===== config.mk =====
export PLATFORM = sky130hd
export DESIGN_NAME = sms_top
export DESIGN_NICKNAME = d
export VERILOG_FILES = /design/src/design/sms_pkg.sv /design/src/design/sms_fifo.sv /design/src/design/sms_top.sv
export SDC_FILE = /design/constraint.sdc
export NUM_CORES = 1
export LEC_CHECK = 0
export BUFFER_PORTS_ARGS = -buffer_cell sky130_fd_sc_hd__buf_2
export CAP_MARGIN = 10
export CORE_AREA = 2 2 118 120
export CTS_CLUSTER_DIAMETER = 120
export DETAILED_ROUTE_END_ITERATION = 6
export DIE_AREA = 0 0 120 122
export GPL_TIMING_DRIVEN = 0
export PLACE_DENSITY = 0.77
export REMOVE_ABC_BUFFERS = 1
export SYNTH_ARGS = -nofsm -noshare
export SYNTH_HDL_FRONTEND = slang
export SYNTH_SLANG_ARGS = --single-unit

===== constraint.sdc =====
create_clock -name core_clk -period 3.3 [get_ports core_clk]
set_input_delay 0.165 -clock core_clk [delete_from_list [all_inputs] [get_ports core_clk]]
set_output_delay 0.165 -clock core_clk [all_outputs]
set_load 0.01 [all_outputs]

===== src/design/sms_pkg.sv =====
// Shared constants for the serial master/slave block
// Contract
// - Idle master starts transfer on buffer write
// - Empty shifter loads pending transmit byte
// - After eight bits, store byte, load next
// - One shifter shifts in and out together
// - All four polarity/phase modes are selectable
// - Phase zero samples leading, changes trailing
// - Master halves input clock into bit clock
// - Master interrupt on transmit empty or complete
// - Status read clears all but buffer flags
// - Interrupt is a level until flag clears
// - Slave shifts only on external bit clock
// - Slave select comes only from input pin
// - Slave interrupt on receive full or complete
// - Select never gates output; first bit shown
package sms_pkg;
   // Data path
   localparam int DATA_W = 8;
   localparam int FIFO_DEPTH = 16;
   localparam int FIFO_AW = 4;
   localparam int CNT_W = 3;
   localparam logic [CNT_W-1:0] CNT_ZERO = 3'h0;
   localparam logic [CNT_W-1:0] CNT_LAST = 3'h7;
   // Status register bit positions
   localparam int ST_RX_FULL = 3;
   localparam int ST_TX_EMPTY = 4;
   localparam int ST_DONE = 5;
   localparam int ST_OVERRUN = 6;
   localparam int ST_W = 8;
   // Values after reset
   localparam logic [DATA_W-1:0] DATA_RST = 8'h00;
   localparam logic [ST_W-1:0] STATUS_RST = 8'h10;
   // Master engine states
   typedef enum logic [0:0] {SMS_IDLE, SMS_XFER} sms_state_t;
endpackage : sms_pkg


===== src/design/sms_fifo.sv =====
// Parameterised first-in first-out buffer with valid/ready on both sides
`timescale 1ns/1ps
module sms_fifo #(
   parameter int W = 8,
   parameter int D = 16,
   parameter int AW = 4
) (
   // Clock and reset
   input wire logic core_clk,
   input wire logic reset_n,
   // Fill side
   input wire logic [W-1:0] in_data,
   input wire logic in_valid,
   output logic in_ready,
   // Drain side
   output logic [W-1:0] out_data,
   output logic out_valid,
   input wire logic out_ready
);
   logic [W-1:0] mem [D];
   logic [AW:0] wp_r;
   logic [AW:0] rp_r;
   logic full;
   logic empty;
   logic push;
   logic pop;

   // Pointer compare with wrap bit
   assign empty = (wp_r == rp_r);
   assign full = (wp_r[AW] != rp_r[AW]) && (wp_r[AW-1:0] == rp_r[AW-1:0]);
   assign in_ready = ~full;
   assign out_valid = ~empty;
   assign out_data = mem[rp_r[AW-1:0]];
   assign push = in_valid & ~full;
   assign pop = out_ready & ~empty;

   // Storage write
   always_ff @(posedge core_clk) begin
      if (push) begin
         mem[wp_r[AW-1:0]] <= in_data;
      end
   end

   // Pointer update
   always_ff @(posedge core_clk or negedge reset_n) begin
      if (!reset_n) begin
         wp_r <= '0;
         rp_r <= '0;
      end else begin
         if (push) begin
            wp_r <= wp_r + 1'b1;
         end
         if (pop) begin
            rp_r <= rp_r + 1'b1;
         end
      end
   end
endmodule : sms_fifo


===== src/design/sms_top.sv =====
// Serial master/slave transceiver: shifter, buffers, flags, interrupt
`timescale 1ns/1ps
module sms_top
   import sms_pkg::*;
(
   // Clock and reset
   input wire logic core_clk,
   input wire logic reset_n,
   // Configuration
   input wire logic enable,
   input wire logic master_mode,
   input wire logic cpol,
   input wire logic cpha,
   input wire logic lsb_first_option,
   input wire logic int_src_sel,
   input wire logic int_enable,
   // Master bit-rate source, one pulse per half bit
   input wire logic clk2x_tick,
   // Software transmit side
   input wire logic [DATA_W-1:0] tx_data,
   input wire logic tx_valid,
   output logic tx_ready,
   // Software receive side
   input wire logic rx_rd,
   output logic [DATA_W-1:0] rx_data_r,
   // Software status side
   input wire logic stat_rd,
   output logic [ST_W-1:0] status_r,
   output logic irq_r,
   // Master pins
   output logic sclk_out_r,
   input wire logic miso_in,
   // Slave pins
   input wire logic sclk_in,
   input wire logic mosi_in,
   input wire logic ss_in_n,
   // Serial data out, shared by both roles
   output logic ser_out_r
);
   sms_state_t state_r;
   sms_state_t state_nxt;
   logic [DATA_W-1:0] sh_r;
   logic [DATA_W-1:0] sh_shifted;
   logic [DATA_W-1:0] txb_r;
   logic [CNT_W-1:0] cnt_r;
   logic txb_full_r;
   logic sh_full_r;
   logic samp_r;
   logic rx_full_r;
   logic done_r;
   logic overrun_r;
   logic sclk_m_r;
   logic sclk_s_r;
   logic sclk_d_r;
   logic mosi_m_r;
   logic mosi_s_r;
   logic ss_m_r;
   logic ss_s_r;
   logic [DATA_W-1:0] fifo_data;
   logic fifo_valid;
   logic fifo_pop;
   logic lead_ev;
   logic trail_ev;
   logic done_ev;
   logic din;
   logic busy;
   logic idle_load;
   logic load_sh;
   logic slv_act;
   logic slv_edge;
   logic int_cause;

   // Shift one bit in at the end opposite the outgoing bit
   function automatic logic [DATA_W-1:0] shift_in(
      input logic [DATA_W-1:0] v,
      input logic b,
      input logic lsb
   );
      logic [DATA_W-1:0] r;
      r = lsb ? {b, v[DATA_W-1:1]} : {v[DATA_W-2:0], b};
      return r;
   endfunction : shift_in

   // Bit that leaves first from the shifter
   function automatic logic out_bit(
      input logic [DATA_W-1:0] v,
      input logic lsb
   );
      logic r;
      r = lsb ? v[0] : v[DATA_W-1];
      return r;
   endfunction : out_bit

   // Write queue ahead of the transmit buffer
   sms_fifo #(
      .W(DATA_W),
      .D(FIFO_DEPTH),
      .AW(FIFO_AW)
   ) u_txq (
      .core_clk(core_clk),
      .reset_n(reset_n),
      .in_data(tx_data),
      .in_valid(tx_valid),
      .in_ready(tx_ready),
      .out_data(fifo_data),
      .out_valid(fifo_valid),
      .out_ready(fifo_pop)
   );

   // Slave pins pass two flops before any logic looks at them
   always_ff @(posedge core_clk or negedge reset_n) begin
      if (!reset_n) begin
         sclk_m_r <= 1'b0;
         sclk_s_r <= 1'b0;
         sclk_d_r <= 1'b0;
         mosi_m_r <= 1'b0;
         mosi_s_r <= 1'b0;
         ss_m_r <= 1'b1;
         ss_s_r <= 1'b1;
      end else begin
         sclk_m_r <= sclk_in;
         sclk_s_r <= sclk_m_r;
         sclk_d_r <= sclk_s_r;
         mosi_m_r <= mosi_in;
         mosi_s_r <= mosi_m_r;
         ss_m_r <= ss_in_n;
         ss_s_r <= ss_m_r;
      end
   end

   // Slave active only while the select pin is low
   assign slv_act = enable & ~master_mode & ~ss_s_r;
   // Slave edges come only from the external clock
   assign slv_edge = slv_act & (sclk_s_r != sclk_d_r);

   // Leading edge leaves the idle level, trailing returns to it
   always_comb begin
      lead_ev = 1'b0;
      trail_ev = 1'b0;
      if (master_mode) begin
         if (state_r == SMS_XFER && clk2x_tick) begin
            lead_ev = (sclk_out_r == cpol);
            trail_ev = (sclk_out_r != cpol);
         end
      end else if (slv_edge) begin
         lead_ev = (sclk_s_r != cpol);
         trail_ev = (sclk_s_r == cpol);
      end
   end

   // Incoming data line for the current role
   assign din = master_mode ? miso_in : mosi_s_r;
   assign sh_shifted = shift_in(sh_r, cpha ? din : samp_r, lsb_first_option);
   assign done_ev = trail_ev & (cnt_r == CNT_LAST);

   // Busy means a byte is part way through
   assign busy = master_mode ? (state_r == SMS_XFER) : (cnt_r != CNT_ZERO);
   // Empty shifter takes the pending byte
   assign idle_load = enable & txb_full_r & ~sh_full_r & ~busy;
   assign load_sh = idle_load | (done_ev & txb_full_r);

   // Queue refills the buffer when it empties
   assign fifo_pop = fifo_valid & ~txb_full_r;

   // Transmit buffer
   always_ff @(posedge core_clk or negedge reset_n) begin
      if (!reset_n) begin
         txb_r <= DATA_RST;
         txb_full_r <= 1'b0;
      end else if (fifo_pop) begin
         txb_r <= fifo_data;
         txb_full_r <= 1'b1;
      end else if (load_sh) begin
         txb_full_r <= 1'b0;
      end
   end

   // Master state sequencing
   always_comb begin
      state_nxt = state_r;
      case (state_r)
         SMS_IDLE: begin
            if (master_mode && idle_load) begin
               state_nxt = SMS_XFER;
            end
         end
         SMS_XFER: begin
            if (!enable || !master_mode) begin
               state_nxt = SMS_IDLE;
            end else if (done_ev && !txb_full_r) begin
               state_nxt = SMS_IDLE;
            end
         end
         default: begin
            state_nxt = SMS_IDLE;
         end
      endcase
   end

   // Master state register
   always_ff @(posedge core_clk or negedge reset_n) begin
      if (!reset_n) begin
         state_r <= SMS_IDLE;
      end else begin
         state_r <= state_nxt;
      end
   end

   // Bit clock: each half-bit pulse toggles, giving even duty
   always_ff @(posedge core_clk or negedge reset_n) begin
      if (!reset_n) begin
         sclk_out_r <= 1'b0;
      end else if (master_mode && state_r == SMS_XFER && clk2x_tick) begin
         sclk_out_r <= ~sclk_out_r;
      end else if (state_r != SMS_XFER || !master_mode) begin
         sclk_out_r <= cpol;
      end
   end

   // Bit counter, cleared when the slave is deselected
   always_ff @(posedge core_clk or negedge reset_n) begin
      if (!reset_n) begin
         cnt_r <= CNT_ZERO;
      end else if (!enable || (!master_mode && !slv_act)) begin
         cnt_r <= CNT_ZERO;
      end else if (trail_ev) begin
         cnt_r <= cnt_r + 3'h1;
      end
   end

   // Phase zero keeps the leading-edge sample until trailing
   always_ff @(posedge core_clk or negedge reset_n) begin
      if (!reset_n) begin
         samp_r <= 1'b0;
      end else if (lead_ev && !cpha) begin
         samp_r <= din;
      end
   end

   // Shared shifter and its loaded mark
   always_ff @(posedge core_clk or negedge reset_n) begin
      if (!reset_n) begin
         sh_r <= DATA_RST;
         sh_full_r <= 1'b0;
      end else if (load_sh) begin
         sh_r <= txb_r;
         sh_full_r <= 1'b1;
      end else if (trail_ev) begin
         sh_r <= sh_shifted;
         if (done_ev) begin
            sh_full_r <= 1'b0;
         end
      end
   end

   // Serial out: trailing edges for phase zero, leading for one
   always_ff @(posedge core_clk or negedge reset_n) begin
      if (!reset_n) begin
         ser_out_r <= 1'b0;
      end else if (load_sh) begin
         ser_out_r <= out_bit(txb_r, lsb_first_option);
      end else if (trail_ev && !cpha) begin
         ser_out_r <= out_bit(sh_shifted, lsb_first_option);
      end else if (lead_ev && cpha) begin
         ser_out_r <= out_bit(sh_r, lsb_first_option);
      end else if (done_ev) begin
         ser_out_r <= out_bit(sh_shifted, lsb_first_option);
      end
   end

   // Receive buffer takes the byte at the eighth bit
   always_ff @(posedge core_clk or negedge reset_n) begin
      if (!reset_n) begin
         rx_data_r <= DATA_RST;
      end else if (done_ev) begin
         rx_data_r <= sh_shifted;
      end
   end

   // Receive full: set by a byte, cleared by a read, set wins
   always_ff @(posedge core_clk or negedge reset_n) begin
      if (!reset_n) begin
         rx_full_r <= 1'b0;
      end else if (done_ev) begin
         rx_full_r <= 1'b1;
      end else if (rx_rd) begin
         rx_full_r <= 1'b0;
      end
   end

   // Complete flag: cleared by a status read, set wins
   always_ff @(posedge core_clk or negedge reset_n) begin
      if (!reset_n) begin
         done_r <= 1'b0;
      end else if (done_ev) begin
         done_r <= 1'b1;
      end else if (stat_rd) begin
         done_r <= 1'b0;
      end
   end

   // Overrun: new byte while the last is still unread
   always_ff @(posedge core_clk or negedge reset_n) begin
      if (!reset_n) begin
         overrun_r <= 1'b0;
      end else if (done_ev && rx_full_r && !rx_rd) begin
         overrun_r <= 1'b1;
      end else if (stat_rd) begin
         overrun_r <= 1'b0;
      end
   end

   // Status image as software sees it
   always_ff @(posedge core_clk or negedge reset_n) begin
      if (!reset_n) begin
         status_r <= STATUS_RST;
      end else begin
         status_r <= '0;
         status_r[ST_RX_FULL] <= rx_full_r;
         status_r[ST_TX_EMPTY] <= ~txb_full_r;
         status_r[ST_DONE] <= done_r;
         status_r[ST_OVERRUN] <= overrun_r;
      end
   end

   // Interrupt source follows role and the source select
   always_comb begin
      if (int_src_sel) begin
         int_cause = done_r;
      end else if (master_mode) begin
         int_cause = ~txb_full_r;
      end else begin
         int_cause = rx_full_r;
      end
   end

   // Level output: stays up until the flag is cleared, no re-trigger
   always_ff @(posedge core_clk or negedge reset_n) begin
      if (!reset_n) begin
         irq_r <= 1'b0;
      end else begin
         irq_r <= int_enable & enable & int_cause;
      end
   end
endmodule : sms_top


==> impl_metrics.toml, run 1 <==
[status]
outcome = "complete, no violations"

[placement]
placed_area_sq_um = 8240
place_ws_ps = -673
hpwlAfterDp_mm = 9.70
io_buffers = 40
place.gp.congestion = 0.787

[detailed_routing]
drcViolationCount = 0
routed_wl_mm = 14.6
ant_nets = 0
wire_per_inst_um = 20.9
drtPass1Iterations = 4
drt_iter0_markers = 322
viasPerCell = 5.88
vias = 4110

[critical_path]
endpoint_kind = "flop"
r2r_end = "u_txq.mem[4][1]"
r2r.worst_path.cells = 6
reg2reg_from = "u_txq.rp_r[2]"
cp_data_required_time_ps = 3440
startpoint = "u_txq.rp_r[2]"
crit_fanout = 13
reg2reg_setup_slack_ps = 390
critPathKind = "flop to flop"
crit_end = "u_txq.mem[4][1]"
critPathLaunchType = "flop"
crit_arrival_ps = 3060

[sta]
period_share = 0.882
relSlewSlack = 0.175
rsz0062_at_grt = "no"
finalCriticalPeriod_ps = 2910
hold_viol_final = 0
setup-tns-final_ps = 0
setup_ws_ps = 389
clock_skew_ps = 6.82
setup_viol_count_final = 0
tightest_slew_ps = 1230
fmaxAchievable_ghz = 0.344
maxSlewViolCount = 0

[clock_tree]
cts-htree-levels = 4
cts.sinks = 186
cts_buffers = 17
post_cts_buffers = 0
worstSkewPairLatency_ps = 430
cts_tree = "built"
clockRootBuffer = "clkbuf_16"
clk_pin_slew_worst_paths_ps = 70
cts_buffer_depth = 2

[worst_hold_path]
min_path_type = "primary input to flop"

[logic_synthesis]
syn-cell-area_sq_um = 7850
ys_seq_elements = 186
synthSimpleGateAreaFrac = 0.0568
synth_cell_types = 52
synthXorXnorAreaFrac = 0.0190
synthCells = 456
synth_top_cells_by_area = "edfxtp_1 (49%), dfrtp_1 (18%), mux4_2 (7.2%)"
synth_compound_area_frac = 0.0432
synth_top_family_by_area = "multiplexers"
async_flop_share = 0.312
yosysWarnings = 0
synth-edff-count = 128
synth_adder_area_share = 0.0128
syn_avg_cell_area_sq_um = 17.2
ys.flop_type = "edfxtp_1"
synth_mux_area_frac = 0.161
yosysSeqAreaShare = 0.675
synth_top_area_frac = 0.490
yosys.area.top_type = "edfxtp_1"

[flow_run]
max_cap_violations = 0

[layout]
nFillCells = 885
nNetsFinal = 542
drive_gt1_frac = 0.293
antenna_cells = 0
stdcell_area_sq_um = 8850
syn_to_final_growth_pct = 12.8
postLayoutCoreUtil = 0.655

[pwr]
p_total_mw = 6.80
peakVddDrop_mv = 0.483
internal_power_mw = 4.74
seq_power_share = 0.484
p_leak_nw = 3.36
switchingPower_mw = 2.06
combPwrFrac = 0.254
p_sw_frac = 0.303
p_per_area_nw_per_um2 = 769
p_clk_frac = 0.262

[global_route]
grt_pass1_vias = 4177
grt_first_pass_wirelength_mm = 22.9
use_met1 = 0.262
busiest_layer = "met2"
grt_antenna_before_repair = 0
met2_usage = 0.368
grt_max_degree = 59
groute.usage.overall = 0.216
grt-ovfl-total = 0
met3_usage = 0.0478

[die]
die_w_um = 120
start_util = 0.581
fp.dieH_um = 122
io_pins = 45
coreArea_sq_um = 13500
dieArea_sq_um = 14600
core.rowCount = 43
cell families (layout without fill, tap and decap cells):
family,Yosys count,after routing
XOR/XNOR,17,17
flip-flops,186,186
buffers and inverters,40,100
AO/OA/AOI/OAI,50,50
other,1,4
adder cells (fa/ha/maj),8,8
AND/OR/NAND/NOR,76,76
multiplexers,78,78
worst min path at each step:
stage / cells after the start / start / endpoint / slack, ps
after floorplan: 0 / reset_n / cnt_r[0] / -130
after global placement: 1 / ss_in_n / ss_m_r / 270
after detailed placement: 1 / mosi_in / mosi_m_r / 280
after CTS: 3 / rx_rd / rx_full_r / 5
after global routing: 3 / rx_rd / rx_full_r / 20
final: 3 / rx_rd / rx_full_r / 10
synthesized netlist by cell type, drive strengths merged, types with 11 or more instances:
| cell type | n |
|---|---|
| mux2i | 21 |
| nand2 | 14 |
| nor2 | 15 |
| buf | 19 |
| edfxtp | 128 |
| nor3b | 11 |
| a21oi | 19 |
| mux4 | 32 |
| mux2 | 25 |
| dfrtp | 55 |
| inv | 12 |
layout make-up:
type                    count  area [sq um]  share of cell area
clock buffers              20           437              0.0494
clock inverters             9          72.6             0.00820
inverters                  12          45.0             0.00509
multi-input cells         233          2370               0.268
flip-flops and latches    186          5310               0.600
well taps                 180           225              0.0255
repair buffers             59           390              0.0441
worst max-delay path: stages (launching register included):
cell and delay, ps:
dfrtp_1 790, xor2_1 240, nor4_2 100, a21boi_2 420, nand2_1 250, nor3b_1 560
buf_4 260
flip-flops by register name, summed over array words and instances, names as in the netlist, 3 cells and up:
name,flops
u_txq.mem,128
rx_data_r,8
sh_r,8
txb_r,8
u_txq.rp_r,5
u_txq.wp_r,5
status_r,4
cnt_r,3
routing by layer:
metal  vias up  share of wire
met2       117           0.54
li1       1856              -
met1      2107           0.39
met3        30          0.043
met4         0          0.023
met5         -              0
layout by cell type, fill, tap and decap left out, types with 3 or more instances in the layout:
| cell | count |
|---|---|
| nand2_1 | 14 |
| mux4_1 | 7 |
| dlygate4sd3_1 | 6 |
| a21oi_1 | 19 |
| mux4_2 | 25 |
| a211oi_1 | 6 |
| nand4_1 | 5 |
| conb_1 | 4 |
| dfstp_2 | 3 |
| xor2_1 | 7 |
| nor3b_1 | 5 |
| dfrtp_1 | 52 |
| buf_4 | 11 |
| xnor2_1 | 10 |
| clkbuf_16 | 17 |
| clkinv_4 | 6 |
| mux2i_1 | 21 |
| a211oi_2 | 3 |
| ha_1 | 8 |
| clkbuf_1 | 3 |
| edfxtp_1 | 128 |
| buf_2 | 40 |
| nor2_1 | 15 |
| inv_1 | 12 |
| mux2_2 | 18 |
| and4_1 | 4 |
| nor3b_2 | 6 |
| nor4b_2 | 4 |
| nor2b_1 | 10 |
| mux2_4 | 7 |
| o21ai_0 | 5 |
metrics by stage:
step	hold WS, ps	instances
2_1_floorplan	-131	431
4_1_cts	5.33	698
3_5_place_dp	278	664
5_1_grt	16.4	699
6_report	14.0	699
3_3_place_gp	274	651
power groups by stage:
stage | Clock, mW | Combinational [mW] | Sequential [mW]
global route | 1.90 | 1.87 | 3.34
detailed placement | 0 | 1.72 | 3.32
finish | 1.78 | 1.73 | 3.29
global placement | 0 | 1.48 | 3.38
floorplan | 0 | 1.16 | 3.24
CTS | 1.81 | 1.75 | 3.29
timing repair:
item	4_1_cts	5_1_grt
endpoints found under the hold margin	6	55
setup endpoints to repair	62	49
hold buffers	5	1
gates resized for setup	6	4
No activity file was read; power rests on OpenSTA's default activity.
==> run 2: changes to the inputs <==
--- a/config.mk
+++ b/config.mk
@@ -16,4 +16,6 @@
 export REMOVE_ABC_BUFFERS = 1
 export SYNTH_ARGS = -nofsm -noshare
 export SYNTH_HDL_FRONTEND = slang
+export SYNTH_HIERARCHICAL = 1
 export SYNTH_SLANG_ARGS = --single-unit
+export TNS_END_PERCENT = 100
==> impl_metrics.toml, run 2 <==
[sta]
relSlewSlack = 0.353
tightest_slew_ps = 966
period_share = 0.887
hold_viol_final = 0
clock_skew_ps = 12.4
fmaxAchievable_ghz = 0.342
rsz0062_at_grt = "no"
finalCriticalPeriod_ps = 2930
setup_viol_count_final = 0
maxSlewViolCount = 0

[logic_synthesis]
syn_avg_cell_area_sq_um = 16.3
synthCells = 479
async_flop_share = 0.312
yosysSeqAreaShare = 0.677
synthTopCellsByCount = "edfxtp_1 (128), dfrtp_1 (55), mux2i_1 (39), mux4_2 (24), o21ai_0 (19)"
synth_most_common_cell = "edfxtp_1"
synth_cell_types = 54
ys.flop_type = "edfxtp_1"
synth-edff-count = 128
yosysWarnings = 6
synth_top_area_frac = 0.491
ys_seq_elements = 186
syn-cell-area_sq_um = 7830
synth_top_cells_by_area = "edfxtp_1 (49%), dfrtp_1 (18%), mux4_2 (6.9%)"
yosys.area.top_type = "edfxtp_1"

[detailed_routing]
drcViolationCount = 0
drt_iter0_markers = 337
wire_per_inst_um = 19.8
routed_wl_mm = 14.3
ant_nets = 0
vias = 4245
drtPass1Iterations = 4
viasPerCell = 5.90

[critical_path]
critPathLaunchType = "flop"
reg2reg_setup_slack_ps = 370
r2r_end = "u_txq/mem[0][4]"
critPathKind = "flop to flop"
crit_fanout = 20
crit_arrival_ps = 3070
endpoint_kind = "flop"
cp_data_required_time_ps = 3440
reg2reg_from = "u_txq/rp_r[3]"
r2r.worst_path.cells = 5

[clock_tree]
worstSkewPairLatency_ps = 430
post_cts_buffers = 0
clockRootBuffer = "clkbuf_16"
cts_buffers = 17
cts_buffer_depth = 2
cts.sinks = 186
cts_tree = "built"
clk_pin_slew_worst_paths_ps = 70
cts-htree-levels = 4

[die]
start_util = 0.580
coreArea_sq_um = 13500
core.rowCount = 43
io_pins = 45
die_w_um = 120
fp.dieH_um = 122
dieArea_sq_um = 14600

[layout]
nFillCells = 945
antenna_cells = 0
layoutNonFillerInstCount = 719
largest_register_ffs = 128
stdcell_area_sq_um = 8790
nNetsFinal = 560
drive_gt1_frac = 0.267
mostFrequentLayoutCells = "edfxtp_1 (128), dfrtp_1 (53), buf_2 (41)"
final_common_cell = "edfxtp_1"
syn_to_final_growth_pct = 12.2

[status]
outcome = "complete, no violations"

[pwr]
p_leak_nw = 3.29
peakVddDrop_mv = 0.440
p_per_area_nw_per_um2 = 782
p_total_mw = 6.87

[global_route]
grt_antenna_before_repair = 0
groute.usage.overall = 0.209
grt_pass1_vias = 4153
grt_first_pass_wirelength_mm = 22.5
grt-ovfl-total = 0
grt_max_degree = 59

[worst_hold_path]
min_path_type = "primary input to flop"
hold_path_startpoint = "rx_rd"
min_to = "rx_full_r"
min_path_cells = 3

[flow_run]
max_cap_violations = 0

[placement]
hpwlAfterDp_mm = 9.23
dp.cells = 678
placed_area_sq_um = 8140
io_buffers = 40
place.gp.congestion = 0.794
[run 2: critical path: stages (launching register included)]
cell and delay (ps):
dfrtp_1 950, xnor2_1 200, nand4_1 270, o211ai_1 270, nor3_1 650, clkbuf_2 300
[run 2: report_power, final]
part	leakage [nW]	switching, mW	internal (mW)
combinational	1.13	0.947	0.856
clock	0.272	0.881	1.05
sequential	1.88	0.287	2.85
total	3.29	2.11	4.75
[run 2: cell families after synthesis]
kind of cell             share of synthesized area
flip-flops                                   0.677
multiplexers                                 0.154
AND/OR/NAND/NOR                             0.0498
AO/OA/AOI/OAI                               0.0617
buffers and inverters                       0.0286
XOR/XNOR                                    0.0157
adder cells (fa/ha/maj)                     0.0128
other                                     0.000479
[run 2: how the worst max path moves through the flow]
| stage | from | to | slack, ps | cells after the start |
|---|---|---|---|---|
| after floorplan | u_txq/rp_r[1] | u_txq/rp_r[1] | 110 | 6 |
| after global routing | u_txq/rp_r[3] | u_txq/mem[0][4] | 170 | 5 |
| after detailed placement | u_txq/rp_r[3] | u_txq/mem[0][4] | 170 | 4 |
| after CTS | u_txq/rp_r[3] | u_txq/mem[0][5] | 160 | 4 |
| after global placement | u_txq/rp_r[1] | u_txq/rp_r[1] | -770 | 6 |
| final | u_txq/rp_r[3] | u_txq/mem[0][4] | 370 | 5 |
[run 2: what timing repair did]
action,in CTS,in global routing
resized for setup,0,1
hold endpoints to repair,6,55
hold buffers,5,1
endpoints found under the setup margin,0,1
[run 2: cell type report]
cell class | count | area (sq um) | area share
tap | 180 | 225 | 0.0256
clock inverter | 14 | 134 | 0.0152
timing repair buffer | 52 | 323 | 0.0367
inverter | 15 | 56.3 | 0.00641
sequential | 186 | 5300 | 0.603
multi-input combinational | 255 | 2320 | 0.264
clock buffer | 17 | 425 | 0.0484
[run 2: routing by layer]
metal | share of wire | track usage | up-vias
li1 | - | - | 1924
met1 | 0.41 | 0.268 | 2142
met2 | 0.50 | 0.340 | 146
met3 | 0.059 | 0.0407 | 33
met4 | 0.031 | 0.111 | 0
met5 | 0 | 0 | -
[run 2: metrics by stage]
step	setup slack, ps	setup TNS, ps	util	hold WS, ps
after detailed placement	175	0	0.603	275
final	374	0	0.651	22.4
after global routing	167	0	0.651	45.5
after CTS	158	0	0.648	6.44
after global placement	-772	-62840	0.600	273
after floorplan	107	0	-	-131
